--- src/core/dss_pkg.sv ---
// Constants and types shared by the dual output startup sequencer
// Summary of operation
// Order-select high: output 1 waits for output 2
// Master enable dropped: both outputs off at once
// Order-select low: output 2 waits for output 1
// System holds slave enable low in sequential modes
// Floating, enables together: both start ratiometrically together
// Floating, separate enables: each output runs independently
// Oscillator runs at twice channel switching rate
// Oscillator cycles alternate between the two channels
// Below lockout: everything off, all switches off; RATIO_SS and MODE_VALID are not forced low
// Lockout clear and any enable: bias regulator on
// Bias good: modulation enabled, soft start begins
// Slave start waits fixed delay after master regulation
// Order-select sampled at power-on and kept
// Both enables high: shutdown, bias regulator off
// Supply, bias, regulation flags sampled on oscillator clock
package dss_pkg;

  // Clock period in ns and slave release delay in us
  localparam int CLK_PERIOD_NS  = 25;
  localparam int SLAVE_DELAY_US = 400;
  localparam int SLAVE_DELAY_CYC =
    (SLAVE_DELAY_US * 1000) / CLK_PERIOD_NS;

  // Clock cycles per oscillator cycle (one channel slot); each channel switches at half the oscillator rate
  localparam int OSC_DIV_DEFAULT = 67;

  // Three-state order-select encoding: {tied_high, tied_low}
  localparam logic [1:0] SEL_FLOAT = 2'h0;
  localparam logic [1:0] SEL_LOW   = 2'h1;
  localparam logic [1:0] SEL_HIGH  = 2'h2;

  typedef enum logic [1:0] {
    DSS_MODE_INDEP,
    DSS_MODE_1_FIRST,
    DSS_MODE_2_FIRST
  } dss_mode_type;

  typedef enum logic [2:0] {
    DSS_OFF,
    DSS_SHUTDOWN,
    DSS_BIAS_UP,
    DSS_RUN
  } dss_state_type;

endpackage

--- src/core/dss_top.sv ---
// Startup sequencer for a dual-channel switching regulator
`timescale 1ns/100ps
module dss_top #(
  parameter int DELAY_CYC = dss_pkg::SLAVE_DELAY_CYC,
  parameter int OSC_DIV   = dss_pkg::OSC_DIV_DEFAULT
) (
  input  wire logic CLK,
  input  wire logic RST_N,
  input  wire logic SUPPLY_GOOD,
  input  wire logic BIAS_GOOD,
  input  wire logic OUT1_IN_REG,
  input  wire logic OUT2_IN_REG,
  input  wire logic OUTPUT1_ENABLE_N,
  input  wire logic OUTPUT2_ENABLE_N,
  input  wire logic ORDER_SEL_HIGH,
  input  wire logic ORDER_SEL_LOW,
  output logic      BIAS_REG_ON,
  output logic      PWM_ENABLE,
  output logic      SS1_START,
  output logic      SS2_START,
  output logic      RATIO_SS,
  output logic      SW1_PULSE,
  output logic      SW2_PULSE,
  output logic      MODE_VALID
);
  initial begin
    if (DELAY_CYC < 1) $error("DELAY_CYC must be at least 1");
  end

  localparam int DW = $clog2(DELAY_CYC + 1);

  // Reset release through two flops
  logic rst_s1;
  logic rst_n_i;
  always_ff @(posedge CLK or negedge RST_N) begin
    if (!RST_N) begin
      rst_s1  <= 1'b0;
      rst_n_i <= 1'b0;
    end else begin
      rst_s1  <= 1'b1;
      rst_n_i <= rst_s1;
    end
  end

  // Pin-side inputs pass two flops; flags are synchronous per R15 but
  // share the same stage so that all inputs line up in time
  localparam int NS = 8;
  logic [NS-1:0] sync1;
  logic [NS-1:0] sync2;
  wire  [NS-1:0] raw = {SUPPLY_GOOD, BIAS_GOOD, OUT1_IN_REG,
                        OUT2_IN_REG, OUTPUT1_ENABLE_N, OUTPUT2_ENABLE_N,
                        ORDER_SEL_HIGH, ORDER_SEL_LOW};
  always_ff @(posedge CLK or negedge rst_n_i) begin
    if (!rst_n_i) begin
      sync1 <= '0;
      sync2 <= '0;
    end else begin
      sync1 <= raw;
      sync2 <= sync1;
    end
  end

  wire supply_ok = sync2[7];
  wire bias_ok   = sync2[6];
  wire reg1      = sync2[5];
  wire reg2      = sync2[4];
  wire en1       = ~sync2[3];
  wire en2       = ~sync2[2];
  wire [1:0] sel = sync2[1:0];

  // Mode latch: captured once at first supply-good after reset
  dss_pkg::dss_mode_type mode;
  logic                  mode_set;
  wire  take_mode = supply_ok & ~mode_set;
  dss_pkg::dss_mode_type next_mode;
  assign next_mode = (sel == dss_pkg::SEL_HIGH) ? dss_pkg::DSS_MODE_2_FIRST
                   : (sel == dss_pkg::SEL_LOW)  ? dss_pkg::DSS_MODE_1_FIRST
                   : dss_pkg::DSS_MODE_INDEP;
  always_ff @(posedge CLK or negedge rst_n_i) begin
    if (!rst_n_i) begin
      mode     <= dss_pkg::DSS_MODE_INDEP;
      mode_set <= 1'b0;
    end else if (take_mode) begin
      mode     <= next_mode;
      mode_set <= 1'b1;
    end
  end

  // Master/slave selection by mode
  wire seq_mode    = (mode != dss_pkg::DSS_MODE_INDEP);
  wire two_leads   = (mode == dss_pkg::DSS_MODE_2_FIRST);
  wire master_en   = two_leads ? en2 : en1;
  wire master_reg  = two_leads ? reg2 : reg1;
  wire any_en      = seq_mode ? (master_en | (two_leads ? en1 : en2))
                              : (en1 | en2);
  // In sequential modes the slave enable is assumed held low by the
  // system; only the master enable decides on/off here
  wire seq_go      = master_en;

  // Main sequencing state
  dss_pkg::dss_state_type state;
  dss_pkg::dss_state_type next_state;
  always_comb begin
    next_state = state;
    case (state)
      dss_pkg::DSS_OFF: begin
        if (supply_ok && mode_set) begin
          next_state = dss_pkg::DSS_SHUTDOWN;
        end
      end
      dss_pkg::DSS_SHUTDOWN: begin
        if (any_en) begin
          next_state = dss_pkg::DSS_BIAS_UP;
        end
      end
      dss_pkg::DSS_BIAS_UP: begin
        if (!any_en) begin
          next_state = dss_pkg::DSS_SHUTDOWN;
        end else if (bias_ok) begin
          next_state = dss_pkg::DSS_RUN;
        end
      end
      dss_pkg::DSS_RUN: begin
        if (!any_en) begin
          next_state = dss_pkg::DSS_SHUTDOWN;
        end else if (!bias_ok) begin
          next_state = dss_pkg::DSS_BIAS_UP;
        end
      end
      default: begin
        next_state = dss_pkg::DSS_OFF;
      end
    endcase
    if (!supply_ok) begin
      next_state = dss_pkg::DSS_OFF;
    end
  end

  always_ff @(posedge CLK or negedge rst_n_i) begin
    if (!rst_n_i) begin
      state <= dss_pkg::DSS_OFF;
    end else begin
      state <= next_state;
    end
  end

  wire running = (state == dss_pkg::DSS_RUN);

  // Slave delay counter: restarts whenever master leaves regulation
  logic [DW-1:0] dly;
  wire  dly_done = (dly == DW'(DELAY_CYC));
  wire  master_on = running & seq_mode & seq_go;
  always_ff @(posedge CLK or negedge rst_n_i) begin
    if (!rst_n_i) begin
      dly <= '0;
    end else if (!(master_on && master_reg)) begin
      dly <= '0;
    end else if (!dly_done) begin
      dly <= dly + 1'b1;
    end
  end

  // Slave release latches once granted, so a later dip in the master's
  // regulation flag does not chop the slave's soft start
  logic slave_rel;
  always_ff @(posedge CLK or negedge rst_n_i) begin
    if (!rst_n_i) begin
      slave_rel <= 1'b0;
    end else if (!master_on) begin
      slave_rel <= 1'b0;
    end else if (dly_done) begin
      slave_rel <= 1'b1;
    end
  end

  // Per-channel start decisions
  logic next_ss1;
  logic next_ss2;
  always_comb begin
    next_ss1 = 1'b0;
    next_ss2 = 1'b0;
    case (mode)
      dss_pkg::DSS_MODE_2_FIRST: begin
        next_ss2 = master_on;
        next_ss1 = master_on & slave_rel;
      end
      dss_pkg::DSS_MODE_1_FIRST: begin
        next_ss1 = master_on;
        next_ss2 = master_on & slave_rel;
      end
      default: begin
        next_ss1 = running & en1;
        next_ss2 = running & en2;
      end
    endcase
  end

  // Ratiometric when both enables rose together in independent mode
  wire  both_now  = en1 & en2;
  wire  ratio_now = (mode == dss_pkg::DSS_MODE_INDEP) & both_now;

  // Channel slots from the oscillator divider
  wire tick1;
  wire tick2;
  dss_phase #(
    .DIV   (OSC_DIV)
  ) u_phase (
    .clk   (CLK),
    .rst_n (rst_n_i),
    .run   (running),
    .tick1 (tick1),
    .tick2 (tick2)
  );

  // Registered outputs; all but RATIO_SS and MODE_VALID forced low under lockout
  always_ff @(posedge CLK or negedge rst_n_i) begin
    if (!rst_n_i) begin
      BIAS_REG_ON <= 1'b0;
      PWM_ENABLE  <= 1'b0;
      SS1_START   <= 1'b0;
      SS2_START   <= 1'b0;
      RATIO_SS    <= 1'b0;
      SW1_PULSE   <= 1'b0;
      SW2_PULSE   <= 1'b0;
      MODE_VALID  <= 1'b0;
    end else begin
      BIAS_REG_ON <= (next_state == dss_pkg::DSS_BIAS_UP) ||
                     (next_state == dss_pkg::DSS_RUN);
      PWM_ENABLE  <= (next_state == dss_pkg::DSS_RUN);
      SS1_START   <= next_ss1 & supply_ok;
      SS2_START   <= next_ss2 & supply_ok;
      if (!running) begin
        RATIO_SS <= ratio_now;
      end else if (!ratio_now) begin
        RATIO_SS <= 1'b0;
      end
      SW1_PULSE   <= tick1 & next_ss1 & supply_ok;
      SW2_PULSE   <= tick2 & next_ss2 & supply_ok;
      MODE_VALID  <= mode_set;
    end
  end
endmodule

--- src/core/dss_phase.sv ---
// Oscillator divider and alternating channel slot generator
`timescale 1ns/100ps
module dss_phase #(
  parameter int DIV = dss_pkg::OSC_DIV_DEFAULT
) (
  input  wire logic clk,
  input  wire logic rst_n,
  input  wire logic run,
  output logic      tick1,
  output logic      tick2
);
  initial begin
    if (DIV < 1) $error("DIV must be at least 1");
  end

  localparam int CW = (DIV > 1) ? $clog2(DIV) : 1;

  logic [CW-1:0] cnt;
  logic          slot;
  wire           osc_edge = (cnt == CW'(DIV - 1));

  // One oscillator cycle goes to each channel in turn
  always_ff @(posedge clk or negedge rst_n) begin
    if (!rst_n) begin
      cnt   <= '0;
      slot  <= 1'b0;
      tick1 <= 1'b0;
      tick2 <= 1'b0;
    end else if (!run) begin
      cnt   <= '0;
      slot  <= 1'b0;
      tick1 <= 1'b0;
      tick2 <= 1'b0;
    end else begin
      cnt   <= osc_edge ? '0 : cnt + 1'b1;
      if (osc_edge) begin
        slot <= ~slot;
      end
      tick1 <= osc_edge & ~slot;
      tick2 <= osc_edge & slot;
    end
  end
endmodule

--- config.mk ---
export PLATFORM = sky130hd
export DESIGN_NAME = dss_top
export DESIGN_NICKNAME = d
export VERILOG_FILES = /design/src/core/dss_pkg.sv /design/src/core/dss_top.sv /design/src/core/dss_phase.sv
export SDC_FILE = /design/constraint.sdc
export NUM_CORES = 1
export LEC_CHECK = 0
export BUFFER_PORTS_ARGS = -buffer_cell sky130_fd_sc_hd__buf_4
export CORE_ASPECT_RATIO = 0.6
export CORE_MARGIN = 2
export CORE_UTILIZATION = 45
export DETAILED_ROUTE_END_ITERATION = 8
export SLEW_MARGIN = 20
export SYNTH_ARGS = -nofsm -noshare
export SYNTH_HDL_FRONTEND = slang
export SYNTH_SLANG_ARGS = --single-unit
--- constraint.sdc ---
create_clock -name CLK -period 3.3 [get_ports CLK]
set_input_delay 0.165 -clock CLK [delete_from_list [all_inputs] [get_ports CLK]]
set_output_delay 0.165 -clock CLK [all_outputs]
set_load 0.1 [all_outputs]
==> impl_metrics.prom <==
# TYPE chip_impl_metric gauge
chip_impl_metric{name="fin_nets",unit=""} 254
chip_impl_metric{name="drc",unit=""} 0
chip_impl_metric{name="die-width",unit="µm"} 97.41
chip_impl_metric{name="utilization",unit="%"} 56.09
chip_impl_metric{name="clkSinkCount",unit=""} 57
chip_impl_info{name="mostFrequentLayoutCells",value="56 x dfrtp_1, 19 x buf_4, 15 x nor2_1, 12 x nand4_1, 11 x clkbuf_8"} 1
chip_impl_metric{name="initial_core_util",unit="%"} 46.61
chip_impl_metric{name="hold-worst-slack",unit="ns"} 0.1503
chip_impl_metric{name="leakage",unit="µW"} 0.001196
chip_impl_metric{name="cts.path.max_buffers",unit=""} 2
chip_impl_metric{name="place_area",unit="µm²"} 2571
chip_impl_metric{name="grt_max_degree",unit=""} 33
chip_impl_metric{name="drtAntennaViolNets",unit=""} 0
chip_impl_metric{name="worstSkewPairLatency",unit="ns"} 0.33
chip_impl_metric{name="area_growth_syn_to_layout",unit="%"} 20.34
chip_impl_metric{name="cts-buffers-inserted",unit=""} 9
chip_impl_metric{name="route.final.wire_length",unit="µm"} 4505
chip_impl_metric{name="clkSlewWorstSetupHoldPaths",unit="ns"} 0.06
chip_impl_metric{name="power.density_cell_area",unit="nW/µm²"} 482.5
chip_impl_metric{name="max_stage_delay",unit="ns"} 0.50
chip_impl_metric{name="htree_num_levels",unit=""} 3
chip_impl_metric{name="grt_pass1_vias",unit=""} 1581
chip_impl_metric{name="report.final.setup_viol",unit=""} 0
chip_impl_info{name="min-delay-path-class",value="input port to asynchronous set/reset pin"} 1
chip_impl_metric{name="least_setup_slack_across_all_paths_after_layout",unit="ns"} 1.458
chip_impl_metric{name="io_buffer_count",unit=""} 17
chip_impl_info{name="clk_root_buffer_cell",value="clkbuf_8"} 1
chip_impl_metric{name="timing.setup.tns",unit="ns"} 0
chip_impl_metric{name="synth_area",unit="µm²"} 2356
chip_impl_info{name="crit_slowest_cell",value="o21bai_1"} 1
chip_impl_metric{name="worst_ep_arrival_time",unit="ns"} 2.03
chip_impl_metric{name="dp_worst_setup_slack",unit="ns"} 1.468
chip_impl_info{name="tritoncts_clock_tree",value="built"} 1
chip_impl_metric{name="pin_count",unit=""} 18
chip_impl_metric{name="initial_drt_markers",unit=""} 82
chip_impl_metric{name="synth_net_count",unit=""} 218
chip_impl_metric{name="worst_path_buffer_plus_inverter_count",unit=""} 1
chip_impl_metric{name="final_layout_size_suffix_gt1_share",unit="%"} 16.53
chip_impl_info{name="run_status",value="finished clean"} 1
chip_impl_metric{name="die_area",unit="µm²"} 5849
chip_impl_info{name="crit_path_end_kind",value="flop"} 1
chip_impl_metric{name="synth_warnings",unit=""} 0
chip_impl_metric{name="max-cap-violations",unit=""} 0
chip_impl_metric{name="fp.coreArea",unit="µm²"} 5055
chip_impl_metric{name="achievable-frequency",unit="MHz"} 542.7
chip_impl_metric{name="syn-instance-count",unit=""} 201
chip_impl_metric{name="post-route-period-util",unit="%"} 55.83
chip_impl_info{name="crit_path_start_kind",value="flop"} 1
chip_impl_metric{name="number_of_flops_mapped_to_enable_cells_by_yosys",unit=""} 0
chip_impl_metric{name="report.final.hold_viol_count",unit=""} 0
chip_impl_info{name="mostFrequentLayoutCell",value="dfrtp_1"} 1
chip_impl_metric{name="globalRouteOverflowTotal",unit=""} 0
chip_impl_metric{name="async_flop_share",unit="%"} 100.0
chip_impl_info{name="yosys_most_used_dff",value="dfrtp_1"} 1
chip_impl_metric{name="peak_vdd_ir",unit="µV"} 206.8
chip_impl_metric{name="worst-path-max-fanout",unit=""} 7
chip_impl_metric{name="final.setup_skew",unit="ns"} 0.006963
chip_impl_info{name="timing.setup.critical_path_class",value="flop to flop"} 1
chip_impl_metric{name="slew_headroom",unit="%"} 60.48
chip_impl_metric{name="placementRows",unit=""} 20
chip_impl_metric{name="critPathRequiredTime",unit="ns"} 3.48
chip_impl_metric{name="vias",unit=""} 1647
chip_impl_metric{name="drt_first_pass_iters",unit=""} 5
chip_impl_metric{name="netlist-cell-type-count",unit=""} 39
chip_impl_metric{name="synth.ff_latch_count",unit=""} 57
chip_impl_metric{name="fp.dieH",unit="µm"} 60.05
chip_impl_metric{name="globalplace.congestion",unit=""} 0.7991
chip_impl_metric{name="timing_max_transition_violations_final",unit=""} 0
chip_impl_metric{name="initial_antenna_violation_count",unit=""} 0
chip_impl_info{name="crit_path_cell_trace",value="inv_1 -> ha_1 -> or4b_4 -> o21bai_1 -> a21oi_1"} 1
chip_impl_metric{name="post_cts_buffers",unit=""} 0
chip_impl_metric{name="fill_cells",unit=""} 423
chip_impl_metric{name="synth-seq-area-share",unit="%"} 60.54
chip_impl_metric{name="final_design_area_no_fill",unit="µm²"} 2835
chip_impl_metric{name="syn_area_per_cell",unit="µm²"} 11.72
chip_impl_metric{name="timing_worst_slew_pin_value",unit="ns"} 0.5916
chip_impl_info{name="cpLargestDelayFamily",value="compound AO/OA/AOI/OAI gates"} 1
chip_impl_info{name="rsz0062_at_grt",value="no"} 1
chip_impl_metric{name="antenna-diode-count",unit=""} 0
chip_impl_metric{name="post_drt_via_cell_ratio",unit=""} 5.347
chip_impl_metric{name="grt_pass1_wl",unit="µm"} 7638
chip_impl_metric{name="detailed_place_hpwl",unit="µm"} 3131
chip_impl_metric{name="avgRoutedWirePerCell",unit="µm"} 14.63
chip_impl_metric{name="period_needed",unit="ns"} 1.842
chip_impl_metric{name="grt.total_usage",unit="%"} 17.95
[layer usage]
metal | track usage, % | share of wire, % | vias to the layer above
met4 | 7.540 | 1.3 | 0
met1 | 24.64 | 51 | 790
li1 | - | - | 804
met2 | 24.53 | 40 | 48
met5 | 0 | 0 | -
met3 | 8.421 | 7.4 | 5
[worst register-to-register path: cells and delay by family, from the launching register on]
kind                     cells  cell delay (ns)
AO/OA/AOI/OAI                2             0.60
flip-flops                   1             0.41
adder cells (fa/ha/maj)      1             0.13
AND/OR/NAND/NOR              1             0.49
buffers and inverters        1             0.07
[cell families after synthesis]
logic type,count (synthesis),synth area share (%)
xor gates and xnor gates,6,2.230
and+or+nand+nor,80,20.45
adders and majority gates,7,3.717
buffers and inverters,13,2.071
other,2,0.3188
AOI/OAI and AO/OA,29,7.648
muxes,7,3.027
DFF,57,60.54
[what timing repair did]
action,4_1_cts,5_1_grt
gates resized for setup,0,0
hold buffers,9,0
setup endpoints to repair,0,0
hold endpoints to repair,10,0
[registers in the layout, indices dropped and copies added, names as in the netlist, 2 cells and up]
signal       count
dly             14
state            3
sync1            8
u_phase.cnt      7
mode             2
sync2            8
[path summary, 6_finish.rpt]
check                                 endpoint  slack (ns)      startpoint  depth (start not counted)
worst min-delay path                    rst_s1        0.15           RST_N                          2
worst max-delay path            u_phase.cnt[6]        1.46  u_phase.cnt[0]                          5
min in group CLK                       rst_n_i        0.35          rst_s1                          0
worst max register to register  u_phase.cnt[6]        1.46  u_phase.cnt[0]                          5
max in group asynchronous              dly[11]        2.28         rst_n_i                          1
worst min register to register        sync1[7]        0.24         rst_n_i                          0
[cell type report]
cell class	count	area (µm²)	share of cell area, %
clock inverters	3	15.01	0.5296
inverters	10	37.54	1.324
flip-flops and latches	57	1428	50.35
clock buffers	13	158.9	5.605
well taps	66	82.58	2.913
multi-input cells	131	880.8	31.07
repair buffers	28	232.7	8.208
[cell usage after synthesis (all sizes together) (4+ instances only)]
master	instances	share of area, %
or4	4	1.4
inv	10	1.6
nor2	15	2.4
ha	7	3.7
a21oi	9	1.9
nand3	10	2.1
xor2	4	1.5
nand2	9	1.4
mux2i	6	2.5
dfrtp	57	61
nor4	7	2.5
nand4	12	3.2
or3	6	1.6
o21ai	8	1.7
[power breakdown]
group	leakage (µW)	internal (µW)	switching, µW
combinational	0.000365	30.5	47.3
clock	0.0000932	309	250
sequential	0.000738	716	14.8
[through the flow]
step / total power [µW] / cells
finish: 1368 / 308
CTS: 1386 / 308
floorplan: 785.7 / 201
global route: 1434 / 308
global placement: 809.0 / 283
detailed placement: 812.4 / 283
Power figures use the tool's default switching activity.
